==> config.mk <==
export PLATFORM = sky130hd
export DESIGN_NAME = pam_port_accum
export DESIGN_NICKNAME = d
export VERILOG_FILES = /design/src/pam_pkg.sv /design/src/pam_port_accum.sv
export SDC_FILE = /design/constraint.sdc
export NUM_CORES = 1
export LEC_CHECK = 0
export ABC_AREA = 1
export BUFFER_PORTS_ARGS = -buffer_cell sky130_fd_sc_hd__buf_2
export CAP_MARGIN = 30
export CORE_MARGIN = 5
export CORE_UTILIZATION = 60
export DETAILED_ROUTE_END_ITERATION = 6
export PLACE_DENSITY_LB_ADDON = 0.1
export SYNTH_ARGS = -nofsm -noshare
export SYNTH_HDL_FRONTEND = slang
export SYNTH_SLANG_ARGS = --single-unit
==> constraint.sdc <==
create_clock -name core_clk -period 3.4 [get_ports core_clk]
set_input_delay 1.02 -clock core_clk [delete_from_list [all_inputs] [get_ports core_clk]]
set_output_delay 1.02 -clock core_clk [all_outputs]
set_load 0.02 [all_outputs]
==> src/pam_pkg.sv <==
// Package with the register map, field positions, reset values and carriers of the pulse accumulator block.
package pam_pkg;

    localparam int unsigned ADDR_W = 5;
    localparam int unsigned DATA_W = 16;

    // Register indices on the plain register port.
    localparam logic [4:0] OFS_TIMER_PORT_DIRECTION   = 5'h00;
    localparam logic [4:0] OFS_ACCUM_B_CONTROL        = 5'h01;
    localparam logic [4:0] OFS_ACCUM_B_FLAGS          = 5'h02;
    localparam logic [4:0] OFS_ACCUM3_HOLD            = 5'h03;
    localparam logic [4:0] OFS_ACCUM2_HOLD            = 5'h04;
    localparam logic [4:0] OFS_ACCUM1_HOLD            = 5'h05;
    localparam logic [4:0] OFS_ACCUM0_HOLD            = 5'h06;
    localparam logic [4:0] OFS_MODULUS_COUNT          = 5'h07;
    localparam logic [4:0] OFS_CAPTURE0_HOLD          = 5'h08;
    localparam logic [4:0] OFS_CAPTURE3_HOLD          = 5'h0B;
    localparam logic [4:0] OFS_ACCUM_B_HIGH_BYTE      = 5'h0C;
    localparam logic [4:0] OFS_ACCUM_B_LOW_BYTE       = 5'h0D;
    localparam logic [4:0] OFS_TIMER_SYSTEM_CONTROL   = 5'h0E;
    localparam logic [4:0] OFS_MODULUS_CONTROL        = 5'h0F;
    localparam logic [4:0] OFS_CAPTURE_SYSTEM_CONTROL = 5'h10;
    localparam logic [4:0] OFS_SMALL_ACCUM_ENABLE_REG = 5'h11;
    localparam logic [4:0] OFS_ACCUM3_COUNT           = 5'h12;
    localparam logic [4:0] OFS_ACCUM2_COUNT           = 5'h13;

    // Field positions.
    localparam int unsigned BIT_ACCUM_B_ENABLE       = 0;
    localparam int unsigned BIT_ACCUM_B_OVF_IRQ_EN   = 1;
    localparam int unsigned BIT_ACCUM_B_OVF_FLAG     = 1;
    localparam int unsigned BIT_TIMER_GLOBAL_ENABLE  = 7;
    localparam int unsigned BIT_WAIT_HALT            = 6;
    localparam int unsigned BIT_DEBUG_FREEZE         = 5;
    localparam int unsigned BIT_FAST_FLAG_CLEAR      = 4;
    localparam int unsigned BIT_MODULUS_RUN_ENABLE   = 0;
    localparam int unsigned BIT_MODULUS_RELOAD_MODE  = 1;
    localparam int unsigned BIT_READ_LOAD_SELECT     = 2;
    localparam int unsigned BIT_FORCE_LOAD           = 3;
    localparam int unsigned BIT_MODULUS_ZERO_FLAG    = 7;
    localparam int unsigned BIT_LATCH_MODE_SELECT    = 0;
    localparam int unsigned BIT_HOLDING_BUFFER_EN    = 1;
    localparam int unsigned BIT_ACCUM_A_ENABLE       = 2;

    // Reset values and counter constants.
    localparam logic [7:0]  RST_BYTE  = 8'h00;
    localparam logic [15:0] RST_WORD  = 16'h0000;
    localparam logic [7:0]  BYTE_MAX  = 8'hFF;
    localparam logic [15:0] WORD_ZERO = 16'h0000;
    localparam logic [15:0] WORD_ONE  = 16'h0001;

    // Modulus prescaler: one count tick every so many core clocks.
    localparam int unsigned MOD_PRESCALE_CYCLES = 4;

    typedef struct packed {
        logic [4:0]  addr;
        logic [15:0] wdata;
        logic        wr;
        logic        rd;
    } pam_req_s;

    typedef struct packed {
        logic [2:0] s1;
        logic [2:0] s2;
        logic [2:0] s3;
    } pam_unused_s;

endpackage

==> src/pam_port_accum.sv <==
// Timer port direction, pulse accumulators, holding registers and modulus down-counter.
//
// The strobed register port and the address map were decided locally.
`timescale 1ns/1ps

module pam_port_accum #(
    parameter int unsigned PRESCALE = pam_pkg::MOD_PRESCALE_CYCLES
) (
    input  wire logic                    core_clk,
    input  wire logic                    rst_n,
    input  wire logic [4:0]              reg_addr,
    input  wire logic [15:0]             reg_wdata,
    input  wire logic                    reg_wr,
    input  wire logic                    reg_rd,
    output logic      [15:0]             reg_rdata,
    input  wire logic [7:0]              pin_in,
    input  wire logic [7:0]              oc_enable,
    input  wire logic [3:0][15:0]        capture_registers,
    input  wire logic                    stop_mode,
    input  wire logic                    debug_mode_state,
    input  wire logic                    wait_mode,
    output logic      [7:0]              pin_oe,
    output logic                         accum_b_irq,
    output logic                         modulus_zero_flag
);

    typedef struct packed {
        logic [7:0]       sync1;
        logic [7:0]       sync2;
        logic [7:0]       sync3;
        logic [7:0]       pin_level;
        logic [7:0]       pin_direction_bits;
        logic             accum_b_enable;
        logic             accum_b_overflow_irq_enable;
        logic             accum_b_overflow_flag;
        logic [3:0][7:0]  accum;
        logic [3:0][7:0]  accum_hold;
        logic [3:0][15:0] capture_hold;
        logic [7:0]       timer_system_control;
        logic             modulus_run_enable;
        logic             modulus_reload_mode;
        logic             read_load_select;
        logic             modulus_zero_flag;
        logic             latch_mode_select;
        logic             holding_buffer_enable;
        logic             accum_a_enable;
        logic [3:0]       small_accum_enable;
        logic [15:0]      mod_count;
        logic [15:0]      mod_load;
        logic [7:0]       prescale;
        logic [15:0]      rdata;
    } pam_state_s;

    localparam logic [7:0] PRESCALE_LAST = 8'(PRESCALE - 1);

    pam_state_s st_q;
    pam_state_s st_d;

    logic [7:0] pin_rise;
    logic       timer_run;
    logic       accum_run;
    logic       mod_tick;
    logic       latch_evt;
    logic       wr_zero_mod;
    logic [3:0] accum_live;
    logic [3:0] accum_inc;
    logic       b_carry;
    logic       a_carry;
    logic       b_wrap;
    logic       b_access;

    always_comb begin
        st_d = st_q;

        // Synchroniser: a change counts once the second and third stages agree.
        st_d.sync1 = pin_in;
        st_d.sync2 = st_q.sync1;
        st_d.sync3 = st_q.sync2;
        for (int i = 0; i < 8; i++) begin
            if (st_q.sync2[i] == st_q.sync3[i]) begin
                st_d.pin_level[i] = st_q.sync3[i];
            end
        end
        pin_rise = st_q.sync2 & st_q.sync3 & ~st_q.pin_level;

        // Stop halts the accumulators and the modulus counter; debug and wait halt only the modulus counter, when their bits ask for it.
        accum_run = ~stop_mode;
        timer_run = st_q.timer_system_control[pam_pkg::BIT_TIMER_GLOBAL_ENABLE]
                  & ~stop_mode
                  & ~(debug_mode_state & st_q.timer_system_control[pam_pkg::BIT_DEBUG_FREEZE])
                  & ~(wait_mode & st_q.timer_system_control[pam_pkg::BIT_WAIT_HALT]);

        // Accumulator B ignores the timer enable so it still counts with the timer off.
        accum_live[0] = st_q.accum_b_enable | st_q.small_accum_enable[0];
        accum_live[1] = st_q.accum_b_enable | st_q.small_accum_enable[1];
        accum_live[2] = st_q.accum_a_enable | st_q.small_accum_enable[2];
        accum_live[3] = st_q.accum_a_enable | st_q.small_accum_enable[3];

        // Cascaded pairs take their input from one pin and ripple the carry upward.
        b_carry = pin_rise[0] & (st_q.accum[0] == pam_pkg::BYTE_MAX);
        a_carry = pin_rise[7] & (st_q.accum[2] == pam_pkg::BYTE_MAX);
        accum_inc[0] = pin_rise[0];
        accum_inc[1] = st_q.accum_b_enable ? b_carry : pin_rise[1];
        accum_inc[2] = st_q.accum_a_enable ? pin_rise[7] : pin_rise[2];
        accum_inc[3] = st_q.accum_a_enable ? a_carry : pin_rise[3];
        accum_inc    = accum_inc & accum_live & {4{accum_run}};
        for (int i = 0; i < 4; i++) begin
            if (accum_inc[i]) begin
                st_d.accum[i] = st_q.accum[i] + 8'h01;
            end
        end
        b_wrap = accum_inc[1] & (st_q.accum[1] == pam_pkg::BYTE_MAX);

        // Modulus down-counter prescaler produces a one-cycle tick.
        mod_tick = 1'b0;
        if (timer_run && st_q.modulus_run_enable) begin
            if (st_q.prescale == PRESCALE_LAST) begin
                st_d.prescale = pam_pkg::RST_BYTE;
                mod_tick      = 1'b1;
            end else begin
                st_d.prescale = st_q.prescale + 8'h01;
            end
        end

        latch_evt = 1'b0;
        if (mod_tick) begin
            if (st_q.mod_count == pam_pkg::WORD_ONE) begin
                st_d.mod_count         = pam_pkg::WORD_ZERO;
                st_d.modulus_zero_flag = 1'b1;
                latch_evt              = 1'b1;
            end else if (st_q.mod_count != pam_pkg::WORD_ZERO) begin
                st_d.mod_count = st_q.mod_count - pam_pkg::WORD_ONE;
            end else if (st_q.modulus_reload_mode) begin
                st_d.mod_count = st_q.mod_load;
            end
        end

        // Register writes.
        wr_zero_mod = reg_wr && reg_addr == pam_pkg::OFS_MODULUS_COUNT && reg_wdata == pam_pkg::WORD_ZERO;
        b_access    = (reg_wr || reg_rd)
                    && (reg_addr == pam_pkg::OFS_ACCUM_B_HIGH_BYTE || reg_addr == pam_pkg::OFS_ACCUM_B_LOW_BYTE);
        if (reg_wr) begin
            unique case (reg_addr)
                pam_pkg::OFS_TIMER_PORT_DIRECTION: st_d.pin_direction_bits = reg_wdata[7:0];
                pam_pkg::OFS_ACCUM_B_CONTROL: begin
                    st_d.accum_b_enable              = reg_wdata[pam_pkg::BIT_ACCUM_B_ENABLE];
                    st_d.accum_b_overflow_irq_enable = reg_wdata[pam_pkg::BIT_ACCUM_B_OVF_IRQ_EN];
                end
                pam_pkg::OFS_ACCUM_B_FLAGS: begin
                    if (reg_wdata[pam_pkg::BIT_ACCUM_B_OVF_FLAG]) begin
                        st_d.accum_b_overflow_flag = 1'b0;
                    end
                end
                pam_pkg::OFS_ACCUM3_HOLD: st_d.accum_hold[3] = reg_wdata[7:0];
                pam_pkg::OFS_ACCUM2_HOLD: st_d.accum_hold[2] = reg_wdata[7:0];
                pam_pkg::OFS_ACCUM1_HOLD: st_d.accum_hold[1] = reg_wdata[7:0];
                pam_pkg::OFS_ACCUM0_HOLD: st_d.accum_hold[0] = reg_wdata[7:0];
                pam_pkg::OFS_MODULUS_COUNT: begin
                    // A whole-word write is the only form; byte writes do not exist on this port.
                    if (reg_wdata == pam_pkg::WORD_ZERO) begin
                        st_d.mod_count         = pam_pkg::WORD_ZERO;
                        st_d.mod_load          = pam_pkg::WORD_ZERO;
                        st_d.modulus_zero_flag = st_q.modulus_zero_flag;
                    end else if (st_q.modulus_reload_mode) begin
                        st_d.mod_load = reg_wdata;
                    end else begin
                        st_d.prescale  = pam_pkg::RST_BYTE;
                        st_d.mod_load  = reg_wdata;
                        st_d.mod_count = reg_wdata;
                    end
                end
                pam_pkg::OFS_ACCUM_B_HIGH_BYTE: st_d.accum[1] = reg_wdata[7:0];
                pam_pkg::OFS_ACCUM_B_LOW_BYTE:  st_d.accum[0] = reg_wdata[7:0];
                pam_pkg::OFS_ACCUM3_COUNT:      st_d.accum[3] = reg_wdata[7:0];
                pam_pkg::OFS_ACCUM2_COUNT:      st_d.accum[2] = reg_wdata[7:0];
                pam_pkg::OFS_TIMER_SYSTEM_CONTROL: st_d.timer_system_control = reg_wdata[7:0];
                pam_pkg::OFS_MODULUS_CONTROL: begin
                    st_d.modulus_run_enable  = reg_wdata[pam_pkg::BIT_MODULUS_RUN_ENABLE];
                    st_d.modulus_reload_mode = reg_wdata[pam_pkg::BIT_MODULUS_RELOAD_MODE];
                    st_d.read_load_select    = reg_wdata[pam_pkg::BIT_READ_LOAD_SELECT];
                    if (reg_wdata[pam_pkg::BIT_FORCE_LOAD] && st_q.modulus_reload_mode) begin
                        st_d.mod_count = st_q.mod_load;
                    end
                    if (reg_wdata[pam_pkg::BIT_MODULUS_ZERO_FLAG] && !st_d.modulus_zero_flag) begin
                        st_d.modulus_zero_flag = 1'b0;
                    end else if (reg_wdata[pam_pkg::BIT_MODULUS_ZERO_FLAG] && !(mod_tick && latch_evt)) begin
                        st_d.modulus_zero_flag = 1'b0;
                    end
                end
                pam_pkg::OFS_CAPTURE_SYSTEM_CONTROL: begin
                    st_d.latch_mode_select     = reg_wdata[pam_pkg::BIT_LATCH_MODE_SELECT];
                    st_d.holding_buffer_enable = reg_wdata[pam_pkg::BIT_HOLDING_BUFFER_EN];
                    st_d.accum_a_enable        = reg_wdata[pam_pkg::BIT_ACCUM_A_ENABLE];
                end
                pam_pkg::OFS_SMALL_ACCUM_ENABLE_REG: st_d.small_accum_enable = reg_wdata[3:0];
                default: ; // Capture holds ignore writes; other indices are unmapped.
            endcase
        end

        // Latching needs latch mode and the holding buffers both on.
        latch_evt = (latch_evt || wr_zero_mod) && st_q.latch_mode_select && st_q.holding_buffer_enable;
        if (latch_evt) begin
            st_d.capture_hold = capture_registers;
            for (int i = 0; i < 4; i++) begin
                if (accum_live[i]) begin
                    st_d.accum_hold[i] = st_q.accum[i];
                end
                st_d.accum[i] = pam_pkg::RST_BYTE;
            end
        end

        // Flag clears come first so that an overflow in the same cycle wins.
        if (b_access && st_q.timer_system_control[pam_pkg::BIT_FAST_FLAG_CLEAR]) begin
            st_d.accum_b_overflow_flag = 1'b0;
        end
        if (b_wrap) begin
            st_d.accum_b_overflow_flag = 1'b1;
        end

        // Read data stands only in the cycle after the strobe.
        st_d.rdata = pam_pkg::RST_WORD;
        if (reg_rd) begin
            unique case (reg_addr)
                pam_pkg::OFS_TIMER_PORT_DIRECTION: st_d.rdata = {8'h00, st_q.pin_direction_bits};
                pam_pkg::OFS_ACCUM_B_CONTROL:
                    st_d.rdata = {14'h0000, st_q.accum_b_overflow_irq_enable, st_q.accum_b_enable};
                pam_pkg::OFS_ACCUM_B_FLAGS: st_d.rdata = {14'h0000, st_q.accum_b_overflow_flag, 1'b0};
                pam_pkg::OFS_ACCUM3_HOLD:   st_d.rdata = {8'h00, st_q.accum_hold[3]};
                pam_pkg::OFS_ACCUM2_HOLD:   st_d.rdata = {8'h00, st_q.accum_hold[2]};
                pam_pkg::OFS_ACCUM1_HOLD:   st_d.rdata = {8'h00, st_q.accum_hold[1]};
                pam_pkg::OFS_ACCUM0_HOLD:   st_d.rdata = {8'h00, st_q.accum_hold[0]};
                pam_pkg::OFS_MODULUS_COUNT:
                    st_d.rdata = st_q.read_load_select ? st_q.mod_load : st_q.mod_count;
                5'h08, 5'h09, 5'h0A, pam_pkg::OFS_CAPTURE3_HOLD:
                    st_d.rdata = st_q.capture_hold[reg_addr[1:0]];
                pam_pkg::OFS_ACCUM_B_HIGH_BYTE: st_d.rdata = {8'h00, st_q.accum[1]};
                pam_pkg::OFS_ACCUM_B_LOW_BYTE:  st_d.rdata = {8'h00, st_q.accum[0]};
                pam_pkg::OFS_ACCUM3_COUNT:      st_d.rdata = {8'h00, st_q.accum[3]};
                pam_pkg::OFS_ACCUM2_COUNT:      st_d.rdata = {8'h00, st_q.accum[2]};
                pam_pkg::OFS_TIMER_SYSTEM_CONTROL: st_d.rdata = {8'h00, st_q.timer_system_control};
                pam_pkg::OFS_MODULUS_CONTROL:
                    st_d.rdata = {8'h00, st_q.modulus_zero_flag, 4'h0, st_q.read_load_select,
                                  st_q.modulus_reload_mode, st_q.modulus_run_enable};
                pam_pkg::OFS_CAPTURE_SYSTEM_CONTROL:
                    st_d.rdata = {13'h0000, st_q.accum_a_enable, st_q.holding_buffer_enable,
                                  st_q.latch_mode_select};
                pam_pkg::OFS_SMALL_ACCUM_ENABLE_REG: st_d.rdata = {12'h000, st_q.small_accum_enable};
                default: st_d.rdata = pam_pkg::RST_WORD;
            endcase
        end
    end

    always_ff @(posedge core_clk or negedge rst_n) begin
        if (!rst_n) begin
            st_q <= '0;
        end else begin
            st_q <= st_d;
        end
    end

    assign reg_rdata         = st_q.rdata;
    assign pin_oe            = st_q.pin_direction_bits | oc_enable;
    assign accum_b_irq       = st_q.accum_b_overflow_flag & st_q.accum_b_overflow_irq_enable;
    assign modulus_zero_flag = st_q.modulus_zero_flag;

endmodule // pam_port_accum

==> results of run 1 <==
layout by cell type, fill, tap and decap left out, types with 17 or more instances in the layout:
cell | netlist | layout
a21oi_1 | 74 | 74
buf_2 | 16 | 129
buf_4 | 19 | 35
clkbuf_16 | 0 | 27
dfrtp_1 | 234 | 234
inv_1 | 220 | 220
nand2_1 | 550 | 550
nand3_1 | 99 | 99
nand4_1 | 17 | 17
nor2_1 | 103 | 103
o211ai_1 | 24 | 24
o21a_1 | 21 | 21
o21ai_0 | 188 | 188
o21ai_2 | 38 | 38
o22ai_1 | 39 | 39
xor2_1 | 22 | 22
report_power, final:
part           internal (mW)  total [mW]  switching, mW
Combinational          0.832        2.42           1.58
Sequential              3.24        3.69          0.454
Clock                   1.83        3.00           1.16
Total                   5.90        9.10           3.20
critical path: stages (launching register included):
cell	delay, ns
dfrtp_1	0.96
clkinv_1	0.87
nand3_1	0.57
nand3_1	0.12
a21oi_1	0.16
area by class of cell:
| type | instances | area [µm²] |
|---|---|---|
| timing repair buffer | 169 | 1000 |
| tap | 280 | 350 |
| inverter | 233 | 880 |
| fill | 1909 | 6690 |
| clock buffer | 37 | 783 |
| sequential | 234 | 5860 |
| clock inverter | 10 | 143 |
| multi-input combinational | 1274 | 6320 |
state kept, by name, summed over array words and instances, names as in the netlist:
register / flops
reg_rdata: 16
st_q: 207
modulus_zero_flag: 1
st_d: 10
kinds of logic (layout without fill, tap and decap cells):
| group | after synthesis | in the layout | share of synthesized area [%] |
|---|---|---|---|
| AOI/OAI and AO/OA | 410 | 410 | 18.0 |
| xor gates and xnor gates | 24 | 24 | 1.56 |
| buffers and inverters | 315 | 449 | 9.84 |
| DFF | 234 | 234 | 43.4 |
| muxes | 4 | 4 | 0.333 |
| and+or+nand+nor | 823 | 823 | 25.8 |
| adders and majority gates | 13 | 13 | 1.20 |
per-layer routing:
| metal | routed length (µm) | up-vias |
|---|---|---|
| met1 | 17000 | 5993 |
| met5 | 0 | - |
| li1 | - | 6132 |
| met3 | 3950 | 110 |
| met2 | 18700 | 675 |
| met4 | 1560 | 0 |
path summary, 6_finish.rpt:
check	from	endpoint	slack [ns]	cells past startpoint
setup reg to reg	st_q[65]	st_q[21]	0.63	4
max in group asynchronous	rst_n	st_q[42]	2.16	2
min in group asynchronous	rst_n	st_q[118]	0.47	1
hold reg to reg	st_d[233]	st_d[225]	0.35	0
setup / recovery	st_q[65]	st_q[21]	0.63	4
hold / removal	st_d[233]	st_d[225]	0.35	0
per-stage QoR:
stage,setup slack [ns],cells
floorplan,0.968,1823
global placement,0.453,2190
detailed placement,0.444,2190
CTS,0.758,2237
global route,0.569,2237
finish,0.626,2237
==> flow_summary_export.csv, run 1 <==
group,metric,value,unit
outcome,status,"complete, no violations",
sta,tightest_slew,0.945,ns
clock_network,cts_max_level,1,
floorplan,die-width,160,µm
global_routing,grt-busiest-layer,"met2",
finish,drive_gt1_share,15.2,%
pwr,vdd_ir_drop_max,0.472,mV
sta,finalSetupViolCount,0,
yosys,yosys.area.top_type,"dfrtp_1",
floorplan,chipHeight,160,µm
route,drt-initial-drc-count,1459,
yosys,synth_most_common_cell,"nand2_1",
yosys,synth_cell_type_count,51,
finish,finalNetCount,2059,
sta,fin_crit_sh,81.6,%
worst_setup_path,worstSetupStartpointType,"flip-flop",
worst_setup_path,path_max_fanout,26,
sta,hold_viol_final,0,
floorplan,dieArea,25600,µm²
yosys,yosysWarnings,0,
placement,dpl_cell_area,14400,µm²
min_path,hold_class,"flip-flop to flip-flop",
floorplan,start_util,61.3,%
pwr,p_per_area,594,nW/µm²
clock_network,post-cts-setup-buffer-count,0,
clock_network,clock_path_buffers,3,
floorplan,core-area,22000,µm²
placement,dp_hpwl,29.6,mm
finish,areaGrowthSynthToFinish,13.6,%
yosys,synth.avg_cell_area,7.41,µm²
clock_network,cts_tree,"yes",
clock_network,clock-sinks,234,
worst_setup_path,end_kind,"flip-flop",
sta,slew_headroom,37.0,%
finish,post-route-util,69.6,%
global_routing,grt_pass1_wl,65.3,mm
global_routing,grt_overflow,0,
route,avgRoutedWirePerCell,18.4,µm
clock_network,ctsRootBufferMaster,"clkbuf_16",
placement,portBuffers,130,
yosys,synth_edf_count,0,
route,remaining_drc_errors,0,
global_routing,grtUsageMet2,50.0,%
sta,max_clock_freq,0.360,GHz
sta,layout_min_cycle_time,2.77,ns
yosys,yosys-top-cells-area,"dfrtp_1, nand2_1, o21ai_0, inv_1, nand3_1",
sta,slew_viol_final,0,
pwr,p_leak,7.80,nW
global_routing,met3_usage,6.26,%
route,via_per_inst,5.77,
route,first_pass_iters,6,
route,vias,12900,
global_routing,use_met1,44.0,%
global_routing,grtUsageTotal,31.6,%
placement,place_congestion,0.977,
finish,antenna_cells,0,
worst_setup_path,worstPathArrival,3.22,ns
yosys,synth_seq_area_share,43.4,%
sta,hold_ws,0.349,ns
yosys,syn_inst,1823,
clock_network,cts_buffers,26,
global_routing,antenna_found_initial,0,
yosys,synth.top_cell.area_share,43.4,%
yosys,synthesis.nets,1944,
global_routing,grt_pass1_vias,12300,
route,ant_nets,0,
yosys,netlist_top_cells_count,"nand2_1, dfrtp_1, inv_1",
pwr,power,9.10,mW
sta,fin_skew,0.0104,ns
floorplan,rows,54,
yosys,synth_area,13500,µm²
job,drv_cap,0,
clock_network,cts_resized,0,
yosys,async_flop_share,100,%
floorplan,io_pins,134,
sta,finalSetupTns,0,ns
worst_setup_path,worst_ep_required_time,3.84,ns
yosys,ys.flop_type,"dfrtp_1",
route,drt_wl_total,41.1,mm
clock_network,clk_pin_slew,0.06,ns
clock_network,holdBufCountCts,0,
global_routing,grt_max_degree,84,
sta,rsz0062_at_grt,"no",
clock_network,insertion_delay,0.53,ns
finish,post-route-cell-area,15300,µm²
worst_setup_path,crit_type,"flip-flop to flip-flop",
yosys,synth_seq_cells,234,
Power figures use the tool's default switching activity.
==> run 2, diff against run 1 <==
- CORE_UTILIZATION: 60 -> 54
- clock period: 3.4 -> 2.3 ns (I/O delays scaled with it)
==> run 2 against run 1 <==
Worst hold slack got worse by 0.30 ns. Combinational power increased by 57%. Clock skew about the same. Critical path depth decreased by 2. Power increased by 50%. First-iteration DRC count decreased by 8.7%.
==> flow_summary_export.csv, run 2 (synthesis results as in run 1) <==
group,metric,value,unit
global_routing,grt_pass1_wl,67.5,mm
route,drt-initial-drc-count,1332,
clock_network,cts_max_level,1,
worst_setup_path,worst_ep_required_time,1.61,ns
sta,hold_ws,0.0536,ns
clock_network,cts_buffers,26,
clock_network,clock-sinks,234,
global_routing,antenna_found_initial,1,
sta,fin_crit_sh,92.9,%
clock_network,ctsRootBufferMaster,"clkbuf_16",
floorplan,io_pins,134,
worst_setup_path,path_max_fanout,3,
global_routing,grt_max_degree,47,
worst_setup_path,crit_type,"flip-flop to output port",
pwr,power,13.6,mW
sta,tightest_slew,0.673,ns
route,ant_nets,0,
finish,layout_commonest_cell,"nand2_1",
finish,instances_no_fill,2358,
finish,finalNetCount,2137,
floorplan,chipHeight,168,µm
pwr,p_per_area,845,nW/µm²
placement,dp_hpwl,31.4,mm
global_routing,grtUsageTotal,29.7,%
placement,portBuffers,130,
worst_setup_path,worstSetupStartpointType,"flip-flop",
min_path,hold_class,"primary input to async pin",
finish,areaGrowthSynthToFinish,19.4,%
global_routing,grt_overflow,0,
worst_setup_path,crit_path_cell_trace,"or2_2 > buf_2",
sta,slew_headroom,55.1,%
clock_network,insertion_delay,0.54,ns
finish,largest_register_ffs,207,
floorplan,rows,57,
clock_network,holdBufCountCts,0,
floorplan,dieArea,28300,µm²
pwr,p_leak,8.24,nW
worst_setup_path,critical_path.slowest_cell,"dfrtp_1",
sta,max_clock_freq,0.468,GHz
sta,fin_skew,0.0106,ns
finish,mostFrequentLayoutCells,"nand2_1, dfrtp_1, inv_1",
sta,slew_viol_final,0,
worst_setup_path,cpPeakStageDelay,0.45,ns
clock_network,post-cts-setup-buffer-count,0,
sta,hold_viol_final,0,
finish,fillers,2156,
pwr,vdd_ir_drop_max,0.688,mV
sta,rsz0062_at_grt,"no",
finish,regMostFlops,"st_q",
worst_setup_path,end_kind,"output port",
finish,drive_gt1_share,18.4,%
route,vias,13000,
clock_network,clock_path_buffers,3,
global_routing,grt_pass1_vias,12300,
route,first_pass_iters,6,
worst_setup_path,reg2reg_depth,4,
floorplan,start_util,55.2,%
floorplan,die-width,168,µm
worst_setup_path,worstPathArrival,1.45,ns
job,drv_cap,0,
route,via_per_inst,5.52,
clock_network,cts_tree,"yes",
route,remaining_drc_errors,0,
route,drt_wl_total,42.6,mm
floorplan,core-area,24500,µm²
placement,dp_cells,2312,
placement,place_congestion,0.943,
sta,finalSetupViolCount,0,
clock_network,clk_pin_slew,0.06,ns
outcome,status,"complete, no violations",
route,avgRoutedWirePerCell,18.0,µm
sta,layout_min_cycle_time,2.14,ns
-- run 2: path summary, 6_finish.rpt --
path | startpoint | endpoint | slack, ns
worst max-delay path | st_q[213] | pin_oe[7] | 0.16
worst min-delay path | rst_n | st_q[116] | 0.05
worst max register to register | st_q[65] | st_q[21] | 0.19
worst min register to register | st_d[231] | st_d[223] | 0.35
max in group asynchronous | rst_n | st_q[47] | 1.64
min in group core_clk | pin_in[0] | st_d[230] | 0.26
-- run 2: area by class of cell --
type,instances,area [µm²],area share [%]
antenna,1,2.50,0.0155
sequential,234,5860,36.3
timing repair buffer,247,1750,10.9
inverter,233,883,5.48
clock inverter,6,108,0.667
clock buffer,39,791,4.90
tap,324,405,2.51
multi-input combinational,1274,6330,39.2
-- run 2: critical path: cells and delay by family, from the launching register on --
| family | cells | cell delay, ns |
|---|---|---|
| flip-flops | 1 | 0.45 |
| AND/OR/NAND/NOR | 1 | 0.31 |
| buffers and inverters | 1 | 0.16 |
-- run 2: layer usage --
| metal | track usage, % | wire length [µm] | vias up |
|---|---|---|---|
| li1 | - | - | 6289 |
| met1 | 43.5 | 18800 | 6101 |
| met2 | 46.5 | 19000 | 535 |
| met3 | 3.99 | 3440 | 91 |
| met4 | 8.82 | 1360 | 0 |
| met5 | 0 | 0 | - |
-- run 2: power by group --
part           leakage (nW)  switching [mW]  internal [mW]  total (mW)
sequential             2.65           0.636           4.79        5.42
combinational          5.15            2.45           1.34        3.79
clock                 0.439            1.72           2.69        4.41
-- run 2: what timing repair did --
action                     in CTS  in global routing
gates resized for setup         0                  3
setup endpoints to repair       0                 21
hold endpoints to repair        0                  0
-- run 2: stage by stage --
step	setup TNS [ns]	util (%)	instance area, µm²	setup WS [ns]
6_report	0	65.9	16100	0.164
4_1_cts	0	65.9	16100	0.0396
3_5_place_dp	-2.26	62.2	15200	-0.0897
2_1_floorplan	0	-	13500	0.198
5_1_grt	0	65.9	16100	0.00425
3_3_place_gp	-0.512	62.2	15200	-0.0347
